`config.mk`:
```
export PLATFORM = sky130hd
export DESIGN_NAME = stereo_audio_dac_frontend
export DESIGN_NICKNAME = d
export VERILOG_FILES = /design/src/rtl/audio_dac_pkg.sv /design/src/rtl/stereo_audio_dac_frontend.sv /design/src/rtl/sample_queue.sv
export SDC_FILE = /design/constraint.sdc
export NUM_CORES = 1
export LEC_CHECK = 0
export BUFFER_PORTS_ARGS = -buffer_cell sky130_fd_sc_hd__buf_2
export CAP_MARGIN = 20
export CORE_MARGIN = 8
export CORE_UTILIZATION = 55
export DETAILED_ROUTE_END_ITERATION = 6
export HOLD_SLACK_MARGIN = 0.02
export PLACE_DENSITY = 0.8
export SLEW_MARGIN = 20
export SYNTH_ARGS = -nofsm -noshare
export SYNTH_HDL_FRONTEND = slang
export SYNTH_SLANG_ARGS = --single-unit
```
`constraint.sdc`:
```
create_clock -name clk_sys -period 7.8 [get_ports clk_sys]
set_input_delay 1.17 -clock clk_sys [delete_from_list [all_inputs] [get_ports clk_sys]]
set_output_delay 1.17 -clock clk_sys [all_outputs]
set_load 0.005 [all_outputs]
```
`src/rtl/audio_dac_pkg.sv`:
```
/*
  constants shared by the stereo converter front end and its sample queue.
  assumes a single clk_sys domain and synchronous active-low reset.
*/
package audio_dac_pkg;
  localparam int SAMPLE_W = 16;
  localparam int QUEUE_DEPTH = 4;
  localparam int DIV_W = 7;
  localparam logic [6:0] DIV_RESET = 7'h05;
  localparam int OSR = 256;
  localparam int PHASE_W = 8;
  localparam logic [15:0] SIGN_FLIP = 16'h8000;
  localparam logic [15:0] DEFAULT_RESET = 16'h0000;
  localparam int ACC_W = 30;
endpackage : audio_dac_pkg

```
`src/rtl/stereo_audio_dac_frontend.sv`:
```
/*
  stereo delta-sigma converter front end: queues, default substitution,
  format handling, 256x linear interpolation, second-order modulators.
  assumes the auxiliary oscillator clock is clk_sys and the idle request
  and control bits are stable levels synchronous to it.
*/
// How it works
// - two independent channels, left and right, each with its own stream
// - each channel buffers samples in a four entry queue
// - empty queue at sample time uses the default sample register
// - sixteen bit samples accepted from processor and from dma ports
// - signedness select 1 means two's complement, 0 unsigned
// - unsigned maps ffff high, 8000 mid, 0000 low
// - signed maps 7fff high, 0000 mid, 8000 low
// - interpolator upsamples each channel by 256
// - interpolation filtering shapes noise above the audio band
// - second-order delta-sigma modulator produces the output bit stream
// - converter clock divided from auxiliary clock by 7-bit field
// - one sample per channel every 256 converter clocks
// - divider is field plus one, 1 to 128, reset divide by 6
// - per-channel queue full and empty flags are readable
// - request type bit: 1 service on empty, 0 on not full
// - idle stop select halts the converter clock while the device idles; queues still accept writes
`timescale 1ns/1ps
module stereo_audio_dac_frontend
  import audio_dac_pkg::*;
#(
  parameter int DEPTH = QUEUE_DEPTH
)(
  input wire logic clk_sys, // auxiliary clock
  input wire logic rst_b, // sync reset, low
  input wire logic enable, // module enable
  input wire logic idle_stop_select, // halt while idle
  input wire logic device_idle, // device in idle mode
  input wire logic signedness_select, // 1 signed, 0 unsigned
  input wire logic [6:0] converter_clock_divider, // divide by n+1
  input wire logic [15:0] default_sample_register, // empty fill value
  input wire logic left_service_request_type, // 1 empty, 0 not full
  input wire logic right_service_request_type, // 1 empty, 0 not full
  input wire logic [15:0] cpu_left_data, // cpu left word
  input wire logic cpu_left_write, // cpu left strobe
  input wire logic [15:0] cpu_right_data, // cpu right word
  input wire logic cpu_right_write, // cpu right strobe
  input wire logic [15:0] dma_left_data, // dma left word
  input wire logic dma_left_valid, // dma left valid
  output logic dma_left_ready, // dma left ready
  input wire logic [15:0] dma_right_data, // dma right word
  input wire logic dma_right_valid, // dma right valid
  output logic dma_right_ready, // dma right ready
  output logic left_queue_full_flag, // left full
  output logic left_queue_empty_flag, // left empty
  output logic right_queue_full_flag, // right full
  output logic right_queue_empty_flag, // right empty
  output logic left_service_request, // left wants data
  output logic right_service_request, // right wants data
  output logic converter_tick, // one converter clock pulse
  output logic left_bitstream, // left modulator bit
  output logic right_bitstream // right modulator bit
);
  // ******************************************************
  // input side
  // ******************************************************
  logic [1:0] wr_valid;
  logic [15:0] wr_data [2];
  logic [1:0] in_ready;
  logic [1:0] q_full;
  logic [1:0] q_empty;
  logic [1:0] q_pop;
  logic [15:0] q_head [2];
  logic [1:0] req_type;
  logic running;
  logic tick;
  logic sample_strobe;

  // cpu strobe has priority; dma ready falls a cycle later, so a dma word taken in that cycle is lost
  assign wr_valid[0] = cpu_left_write || dma_left_valid;
  assign wr_valid[1] = cpu_right_write || dma_right_valid;
  assign wr_data[0] = cpu_left_write ? cpu_left_data : dma_left_data;
  assign wr_data[1] = cpu_right_write ? cpu_right_data : dma_right_data;
  assign req_type = {right_service_request_type, left_service_request_type};
  assign running = enable && !(idle_stop_select && device_idle);

  genvar ch;
  generate
    for (ch = 0; ch < 2; ch++)
    begin : g_ch
      sample_queue #(
        .WIDTH(SAMPLE_W),
        .DEPTH(DEPTH)
      ) u_queue (
        .clk_sys(clk_sys),
        .rst_b(rst_b),
        .in_data(wr_data[ch]),
        .in_valid(wr_valid[ch]),
        .in_ready(in_ready[ch]),
        .out_data(q_head[ch]),
        .out_valid(),
        .out_ready(q_pop[ch]),
        .full(q_full[ch]),
        .empty(q_empty[ch])
      );
      assign q_pop[ch] = sample_strobe;
    end
  endgenerate

  always_ff @(posedge clk_sys)
  begin
    if (!rst_b)
    begin
      left_queue_full_flag <= 1'b0;
      left_queue_empty_flag <= 1'b1;
      right_queue_full_flag <= 1'b0;
      right_queue_empty_flag <= 1'b1;
      left_service_request <= 1'b0;
      right_service_request <= 1'b0;
      dma_left_ready <= 1'b0;
      dma_right_ready <= 1'b0;
    end
    else
    begin
      left_queue_full_flag <= q_full[0];
      left_queue_empty_flag <= q_empty[0];
      right_queue_full_flag <= q_full[1];
      right_queue_empty_flag <= q_empty[1];
      left_service_request <= req_type[0] ? q_empty[0] : !q_full[0];
      right_service_request <= req_type[1] ? q_empty[1] : !q_full[1];
      // registered ready is conservative: held low for a cycle after any write
      dma_left_ready <= in_ready[0] && !cpu_left_write && !wr_valid[0];
      dma_right_ready <= in_ready[1] && !cpu_right_write && !wr_valid[1];
    end
  end

  // ******************************************************
  // converter clock and sample timing
  // ******************************************************
  logic [DIV_W-1:0] div_q;
  logic [PHASE_W-1:0] phase_q;

  always_ff @(posedge clk_sys)
  begin
    if (!rst_b || !running)
    begin
      div_q <= '0;
    end
    else if (div_q >= converter_clock_divider)
    begin
      div_q <= '0;
    end
    else
    begin
      div_q <= div_q + 1'b1;
    end
  end

  assign tick = running && (div_q >= converter_clock_divider);

  always_ff @(posedge clk_sys)
  begin
    if (!rst_b)
    begin
      phase_q <= '0;
    end
    else if (tick)
    begin
      phase_q <= phase_q + 1'b1;
    end
  end

  assign sample_strobe = tick && (phase_q == '1);

  always_ff @(posedge clk_sys)
  begin
    if (!rst_b)
    begin
      converter_tick <= 1'b0;
    end
    else
    begin
      converter_tick <= tick;
    end
  end

  // ******************************************************
  // format, interpolation, modulation per channel
  // ******************************************************
  logic signed [15:0] cur_q [2];
  logic signed [15:0] prev_q [2];
  logic signed [ACC_W-1:0] interp_q [2];
  logic signed [ACC_W-1:0] int1_q [2];
  logic signed [ACC_W-1:0] int2_q [2];
  logic [1:0] bit_q;

  function automatic logic signed [15:0] to_signed(input logic [15:0] s,
                                                   input logic fmt);
    // unsigned data is offset binary; flipping msb gives two's complement
    return fmt ? s : (s ^ SIGN_FLIP);
  endfunction : to_signed

  generate
    for (ch = 0; ch < 2; ch++)
    begin : g_mod
      logic [15:0] next_raw;
      logic signed [ACC_W-1:0] fb;
      logic signed [ACC_W-1:0] step;
      logic signed [ACC_W-1:0] drive;
      logic quant;
      // default fills in only when the queue has nothing to give
      assign next_raw = q_empty[ch] ? default_sample_register
                                    : q_head[ch];
      // quantise the present second integrator: an extra loop delay
      // here would make the second-order loop unstable
      assign quant = !int2_q[ch][ACC_W-1];
      assign fb = quant ? ACC_W'(signed'(32'sh0080_0000))
                        : ACC_W'(-(32'sh0080_0000));
      // input held to half the feedback level; a 1-bit second-order
      // loop overloads near full scale, so 6 dB of range is traded away
      assign drive = interp_q[ch] >>> 1;
      // linear ramp is a first-order hold; its sinc^2 response with the
      // second-order loop pushes quantisation noise out of band
      assign step = ACC_W'(cur_q[ch]) - ACC_W'(prev_q[ch]);

      always_ff @(posedge clk_sys)
      begin
        if (!rst_b)
        begin
          cur_q[ch] <= '0;
          prev_q[ch] <= '0;
          interp_q[ch] <= '0;
        end
        else if (sample_strobe)
        begin
          prev_q[ch] <= cur_q[ch];
          cur_q[ch] <= to_signed(next_raw, signedness_select);
          interp_q[ch] <= ACC_W'(cur_q[ch]) <<< PHASE_W;
        end
        else if (tick)
        begin
          interp_q[ch] <= interp_q[ch] + step;
        end
      end

      always_ff @(posedge clk_sys)
      begin
        if (!rst_b)
        begin
          int1_q[ch] <= '0;
          int2_q[ch] <= '0;
          bit_q[ch] <= 1'b0;
        end
        else if (tick)
        begin
          int1_q[ch] <= int1_q[ch] + drive - fb;
          int2_q[ch] <= int2_q[ch] + int1_q[ch] - (fb <<< 1);
          bit_q[ch] <= quant;
        end
      end
    end
  endgenerate

  always_ff @(posedge clk_sys)
  begin
    if (!rst_b)
    begin
      left_bitstream <= 1'b0;
      right_bitstream <= 1'b0;
    end
    else
    begin
      left_bitstream <= bit_q[0];
      right_bitstream <= bit_q[1];
    end
  end

  // ******************************************************
  // checks
  // ******************************************************
  property p_empty_after_reset;
    @(posedge clk_sys) !rst_b |=>
      left_queue_empty_flag && right_queue_empty_flag;
  endproperty
  a_empty_after_reset: assert property (p_empty_after_reset)
    else $error("empty flags not set after reset");

  property p_full_flag;
    @(posedge clk_sys) disable iff (!rst_b)
      q_full[0] |=> left_queue_full_flag;
  endproperty
  a_full_flag: assert property (p_full_flag)
    else $error("left full flag missed");

  property p_req_type;
    @(posedge clk_sys) disable iff (!rst_b)
      (left_service_request_type && !q_empty[0]) |=> !left_service_request;
  endproperty
  a_req_type: assert property (p_req_type)
    else $error("left request on non-empty in empty mode");

  property p_idle_halt;
    @(posedge clk_sys) disable iff (!rst_b)
      (idle_stop_select && device_idle) |=> !converter_tick;
  endproperty
  a_idle_halt: assert property (p_idle_halt)
    else $error("converter ran while idle stopped");

  property p_div_spacing;
    @(posedge clk_sys) disable iff (!rst_b)
      (tick && converter_clock_divider == 7'h01 && running) |=> !tick;
  endproperty
  a_div_spacing: assert property (p_div_spacing)
    else $error("divide by two ticked twice in a row");

  property p_default_fill;
    @(posedge clk_sys) disable iff (!rst_b)
      (sample_strobe && q_empty[0] && signedness_select) |=>
        cur_q[0] == $past(default_sample_register);
  endproperty
  a_default_fill: assert property (p_default_fill)
    else $error("default sample not substituted");

  property p_unsigned_mid;
    @(posedge clk_sys) disable iff (!rst_b)
      (sample_strobe && !signedness_select &&
       g_mod[0].next_raw == 16'h8000) |=> cur_q[0] == 16'sh0000;
  endproperty
  a_unsigned_mid: assert property (p_unsigned_mid)
    else $error("unsigned midpoint not mapped to zero");

  property p_full_keeps;
    @(posedge clk_sys) disable iff (!rst_b)
      (q_full[0] && wr_valid[0] && !q_pop[0]) |=> q_full[0];
  endproperty
  a_full_keeps: assert property (p_full_keeps)
    else $error("full queue changed on discarded write");

  property p_strobe_wrap;
    @(posedge clk_sys) disable iff (!rst_b)
      sample_strobe |=> phase_q == '0;
  endproperty
  a_strobe_wrap: assert property (p_strobe_wrap)
    else $error("sample taken off the 256 tick boundary");

  c_left_fill: cover property (@(posedge clk_sys) q_full[0]);
  c_default_used: cover property (@(posedge clk_sys)
    sample_strobe && q_empty[1]);
  c_idle_stop: cover property (@(posedge clk_sys)
    idle_stop_select && device_idle && enable);
  c_right_full: cover property (@(posedge clk_sys)
    right_queue_full_flag && !right_service_request);
endmodule : stereo_audio_dac_frontend

```
`src/rtl/sample_queue.sv`:
```
/*
  small synchronous fifo with valid/ready on both sides.
  assumes one clock; reset empties it.
*/
`timescale 1ns/1ps
module sample_queue
  import audio_dac_pkg::*;
#(
  parameter int WIDTH = 16,
  parameter int DEPTH = 4
)(
  input wire logic clk_sys, // clock
  input wire logic rst_b, // sync reset, low
  input wire logic [WIDTH-1:0] in_data, // write word
  input wire logic in_valid, // write request
  output logic in_ready, // not full
  output logic [WIDTH-1:0] out_data, // head word
  output logic out_valid, // not empty
  input wire logic out_ready, // pop
  output logic full, // full flag
  output logic empty // empty flag
);
  localparam int AW = $clog2(DEPTH);
  logic [WIDTH-1:0] mem [DEPTH];
  logic [AW-1:0] wr_q;
  logic [AW-1:0] rd_q;
  logic [AW:0] cnt_q;
  logic push;
  logic pop;

  assign full = (cnt_q == (AW+1)'(DEPTH));
  assign empty = (cnt_q == '0);
  assign in_ready = !full;
  assign out_valid = !empty;
  assign out_data = mem[rd_q];
  // writes into a full queue are dropped, queued words stay intact
  assign push = in_valid && !full;
  assign pop = out_ready && !empty;

  always_ff @(posedge clk_sys)
  begin
    if (push)
    begin
      mem[wr_q] <= in_data;
    end
  end

  always_ff @(posedge clk_sys)
  begin
    if (!rst_b)
    begin
      wr_q <= '0;
      rd_q <= '0;
      cnt_q <= '0;
    end
    else
    begin
      if (push)
      begin
        wr_q <= (wr_q == AW'(DEPTH-1)) ? '0 : wr_q + 1'b1;
      end
      if (pop)
      begin
        rd_q <= (rd_q == AW'(DEPTH-1)) ? '0 : rd_q + 1'b1;
      end
      if (push && !pop)
      begin
        cnt_q <= cnt_q + 1'b1;
      end
      else if (pop && !push)
      begin
        cnt_q <= cnt_q - 1'b1;
      end
    end
  end
endmodule : sample_queue

```
Word level (Yosys, flattened, before mapping)
Memory sizes are Yosys's and may differ from the RTL's. A register that Yosys moved wholly into a read port is not among the register bits.
Cells that the tools add are included.
- memory bits (writable): 372
- memories kept: 7
- register bits: 42
- input bits: 99
- muxes and demuxes: 48
- eq/ne operators: 7
- bitwise logic cells: 14
- magnitude comparators: 1
- reductions and logical operators: 41
- add/subtract/negate cells: 22
- memory list (memory ; depth ; width ; read ports ; clocked after memory_dff ; write ports ; line ; text):
    g_ch[0].u_queue.mem ; 4 ; 16 ; 1 ; 1 ; 1 ; sample_queue.sv:24 ; logic [WIDTH-1:0] mem [DEPTH];
    g_ch[1].u_queue.mem ; 4 ; 16 ; 1 ; 1 ; 1 ; sample_queue.sv:24 ;
    int1_q ; 2 ; 30 ; 2 ; 0 ; 2 ; stereo_audio_dac_frontend.sv:189 ; logic signed [ACC_W-1:0] int1_q [2];
    int2_q ; 2 ; 30 ; 2 ; 0 ; 2 ; stereo_audio_dac_frontend.sv:190 ; logic signed [ACC_W-1:0] int2_q [2];
    interp_q ; 2 ; 30 ; 2 ; 0 ; 2 ; stereo_audio_dac_frontend.sv:188 ; logic signed [ACC_W-1:0] interp_q [2];
    cur_q ; 2 ; 16 ; 2 ; 0 ; 2 ; stereo_audio_dac_frontend.sv:186 ; logic signed [15:0] cur_q [2];
    +1 memories ; - ; - ; - ; - ; - ; - ;
- operators with widths (operator ; count):
    30-bit 2-to-1 mux ; 10
    16-bit 2-to-1 mux ; 10
    30-bit subtractor ; 4
    30-bit by 17-bit adder with 30-bit output ; 2
    30-bit by 29-bit adder with 30-bit output ; 2
    30-bit adder ; 2
    16-bit by 16-bit subtractor with 17-bit output ; 2
    1-bit logical NOT ; 17
    1-bit logical AND ; 16
    1-bit 2-to-1 mux ; 16
    2-bit 2-to-1 mux ; 8
    3-bit 2-to-1 mux ; 4
    1-bit OR ; 12
    2-bit by 1-bit adder with 2-bit output (second input constant) ; 4
    8-bit by 1-bit adder with 8-bit output (second input constant) ; 1
    2-bit == test (second input constant) ; 4
    8-bit == test (second input constant) ; 1
    7-bit by 1-bit adder with 7-bit output (second input constant) ; 1
    7-bit greater-or-equal comparator ; 1
    3-bit by 1-bit adder with 3-bit output (second input constant) ; 2
    3-bit == test (second input constant) ; 2
    3-bit logical NOT ; 2
    3-bit by 1-bit subtractor with 3-bit output (second input constant) ; 2
    2-bit nonzero test ; 2
    3 further kinds ; 6

Longest topological paths before layout
- depth in word-level cells: 10
- mapped depth: 16
- mapped depth without buffers: 16

Hierarchy
Synthesis repeated with hierarchy kept, for this count alone.
- cell total of the unflattened synthesis: 2968
- area total of the unflattened synthesis: 29613.4 um^2
- modules (own cells, without submodules) (module ; cells each ; instances ; area each (um^2)):
    stereo_audio_dac_frontend ; 2694 ; 1 ; 24008.0
    sample_queue ; 137 ; 2 ; 2802.7

Worst setup path after synthesis
OpenSTA, ideal clock, no wires.
- kind: in2reg
- start: input port converter_clock_divider[0]
- end: memory int1_q[0][0] (enable)
- path slack: 1306 ps
- setup time: 531 ps
- path buffers: 0
- data required time: 7269 ps
- cell stages on the path: 9
- arrival time: 5963 ps
- cells stage by stage: ha_1 > nand2b_1 > a21o_1 > a21o_1 > a211oi_1 > o21a_1 > nor2_1 > nor2_1 > inv_1
- RTL lines (what ; line ; text):
    start: declaration ; stereo_audio_dac_frontend.sv:36 ; input wire logic [6:0] converter_clock_divider,
    end: declaration ; stereo_audio_dac_frontend.sv:189 ;

==> impl_results.md <==
- RSZ-0062 raised after global routing: no
- Chip height: about 240 um
- Hold Crit Class: flip-flop to flip-flop
- Avg WL per Cell: 16.8 um
- Final core area utilization: 0.601
- Gate count after technology mapping: approximately 2,900
- Crit Path Class: primary input to flip-flop
- Register bit count reported by yosys: around 420
- Fill cell instance count of the final layout: 4,085
- EDFF count, synth: 372
- Antenna diode instance count: 0
- Post-CTS repair timing setup buffer count: 0
- Fraction of registers with async set or reset after synthesis: 0
- Worst Hold Depth: 1
- Mapped Area: roughly 29,000 um^2
- Register clock-pin slew on the reported worst setup and hold paths: ~0.060 ns
- Critical path startpoint: converter_clock_divider[0]
- Predominant post-synthesis flop cell: edfxtp_1
- Remaining routing DRC violations: 0
- CTS Hold Bufs: 0
- Chip Width: 245 um
- Avg Inst Size Synth: around 10 um^2
- Final sum of negative setup slack: 0 ns
- Cell area power density: approximately 210 nW/um^2
- Post-DR vias/cell: approximately 5.6
- Number of max-capacitance violations reported: 0
- Net count of the mapped netlist: 3,341
- Crit-path max FO: 54
- Final net count: about 3,400
- Total vias in the final route: approximately 21,000
- Tot Pwr: 6.58 mW
- Final weighted congestion in routability-driven placement: about 0.91
- Starting Density: 0.552
- Logic depth of the worst register-to-register path: 12
- Portion of the post-synthesis area used by sequential elements: 0.419
- Peak supply drop: between 200 and 250 uV
- Number of nets with antenna violations after routing: 0
- First DRT Iteration DRCs: 1,528
- Maximum buffer depth of the clock tree: 3
- Category of the worst setup path capture point: flip-flop
- I/O pins: 110
- Placed Cells: roughly 3,600
- Number of standard-cell rows in the floorplan: between 80 and 90
- Number of different library cells in the post-synthesis netlist: between 60 and 70
- Root buffer cell: clkbuf_16
- Run status: finished clean
- Aggregate global-route resource usage: 0.204
- Number of buffers created by CTS: between 40 and 50
- Total Routed Length: between 60,000 and 70,000 um
- DIE AREA: about 60,000 um^2
- Number of global-route vias before repair: between 20,000 and 25,000
- Final-report hold violation count: 0
- Placeable Area: approximately 52,000 um^2
- Endpoints failing setup: 0
- Clk_lat worst skew: 0.58 ns
- Worst Skew: roughly 0.019 ns
- Number of sinks on the clock net: around 420
- Number of gates resized after cts: 0
- Remaining global-route overflow: 0
- Wire length of the first global-routing pass: 102,000 um
- Data required time of the critical path: 8.19 ns
- Data arrival time of the critical path: 5.01 ns
- Launch instance of the worst register-to-register path: div_q[0]$_SDFF_PP0_
- Ratio of cells with drive above 1 in the final layout: 0.0877
- Pin count of the biggest net entering global routing: ~120
- Tcrit/Tclk final: 0.592
- Transition time at the pin with the least slew margin: between 1 and 1.5 ns
- Final Max Tran Viols: 0
- Number of antenna violations at the first check in global routing: 0
- Layout Area Growth over Synthesis: 8.96%
- Max Freq: around 0.22 GHz
- Tightest slew margin relative to the limit: 0.309
- Post-detail-place hpwl: about 46,000 um
- Setup crit end: interp_q[1][28]$_SDFFCE_PN0P_
- Reg-to-reg critical path endpoint: interp_q[1][28]$_SDFFCE_PN0P_
- Startpoint type of the worst setup path: primary input
- Yosys Warn Count: 0
- Level count of the clock H-tree: 2
- Count of buffers from port buffering: ~110
- Final period demand of the worst path: about 4.6 ns
- Clock tree from TritonCTS: built
- Final Instance Count excl. Fillers: 3,688
- R2r setup slk: ~3.4 ns
- Standby leakage power: about 14 nW
- Number of detailed-routing iterations run before antenna repair: 6
==> cell usage in the layout, fill, tap and decap left out, types with 35 or more instances in the layout <==
master and n:
fa_1 78, inv_1 568, dfxtp_1 44, nor2_1 252, ha_1 293, o21ai_0 117
clkbuf_16 43, nand2_1 159, xnor2_1 84, a21oi_1 187, xor2_1 82, a21o_1 88
buf_2 109, edfxtp_1 372, nor3_1 35
==> how the worst min path moves through the flow <==
stage,startpoint,endpoint
final,div_q[0]$_SDFF_PP0_,div_q[0]$_SDFF_PP0_
after CTS,bit_q[1]$_SDFFE_PN0N_,bit_q[1]$_SDFFE_PN0N_
after global routing,div_q[0]$_SDFF_PP0_,div_q[0]$_SDFF_PP0_
after floorplan,bit_q[0]$_SDFFE_PN0N_,bit_q[0]$_SDFFE_PN0N_
after global placement,div_q[0]$_SDFF_PP0_,div_q[0]$_SDFF_PP0_
after detailed placement,bit_q[1]$_SDFFE_PN0N_,bit_q[1]$_SDFFE_PN0N_
==> power by group <==
part	leakage, nW	switching [mW]	internal, mW	total, mW
registers	4.03	0.0836	2.66	2.75
clock network	0.630	0.877	1.08	1.96
logic	9.50	1.14	0.740	1.87
total	14.2	2.10	4.48	6.58
==> synthesized netlist by cell type (19+ instances only) <==
master / instances / area share
inv_1: 569 / 0.074
edfxtp_1: 372 / 0.39
ha_1: 293 / 0.13
nor2_1: 252 / 0.033
a21oi_1: 187 / 0.032
nand2_1: 161 / 0.021
o21ai_0: 117 / 0.020
a21o_1: 88 / 0.023
xnor2_1: 84 / 0.026
xor2_1: 82 / 0.025
fa_1: 78 / 0.054
clkbuf_1: 47 / 0.0061
dfxtp_1: 46 / 0.032
nor3_1: 35 / 0.0061
nand3_1: 34 / 0.0059
mux2_2: 32 / 0.012
mux4_2: 32 / 0.025
o22ai_1: 31 / 0.0067
nor2b_1: 29 / 0.0063
and2_1: 27 / 0.0059
nand2b_1: 27 / 0.0059
a31oi_1: 24 / 0.0052
o21a_1: 22 / 0.0057
and3_1: 21 / 0.0046
a211oi_1: 19 / 0.0049
==> metal layers <==
metal  vias up  wire, um  global-route usage  part of all wire
li1       9998         -                   -                 -
met3       146      3410              0.0296             0.055
met5         -         0                   0                 0
met1      9981     25500               0.246              0.41
met2       675     31100               0.369              0.50
met4         0      2060              0.0755             0.033
==> cell families after synthesis <==
family	Yosys count	synth area share
multiplexers	72	0.0403
buffers and inverters	632	0.0825
adder cells (fa/ha/maj)	371	0.181
AO/OA/AOI/OAI	579	0.127
XOR/XNOR	166	0.0504
AND/OR/NAND/NOR	633	0.0994
flip-flops	418	0.419
==> metrics by stage <==
step	worst slack [ns]	cell area (um^2)	hold WS, ns
finish	3.18	31400	0.463
global route	3.00	31400	0.498
CTS	2.84	31400	0.468
detailed placement	2.25	30100	0.454
global placement	2.29	30100	0.440
floorplan	1.31	28800	0.417
==> critical path, stage by stage <==
cell and delay (ns):
buf_2 0.10, ha_1 0.25, nand2b_1 0.09, a21o_1 0.10
a21o_1 0.11, a211oi_1 0.08, o21a_1 0.19, nor2_1 0.79
nand2_4 0.46, inv_1 0.73, nand2b_4 0.54, o31ai_1 0.37
==> registers in the layout, indices dropped and copies added (netlist names), 2 cells and up, named ones only <==
signal              cells
bit_q                   2
cur_q                  32
div_q                   7
g_ch.u_queue.cnt_q      6
g_ch.u_queue.mem      128
g_ch.u_queue.rd_q       4
g_ch.u_queue.wr_q       4
int1_q                 60
int2_q                 60
interp_q               60
phase_q                 8
prev_q                 32
==> final cells by class <==
cell class	instances	area, um^2	area share
sequential	418	12100	0.385
clock buffer	52	1110	0.0353
clock inverter	24	193	0.00613
tap	688	861	0.0274
timing repair buffer	116	623	0.0198
multi-input combinational	1821	14400	0.458
inverter	569	2140	0.0682
Power figures use the tool's default switching activity.
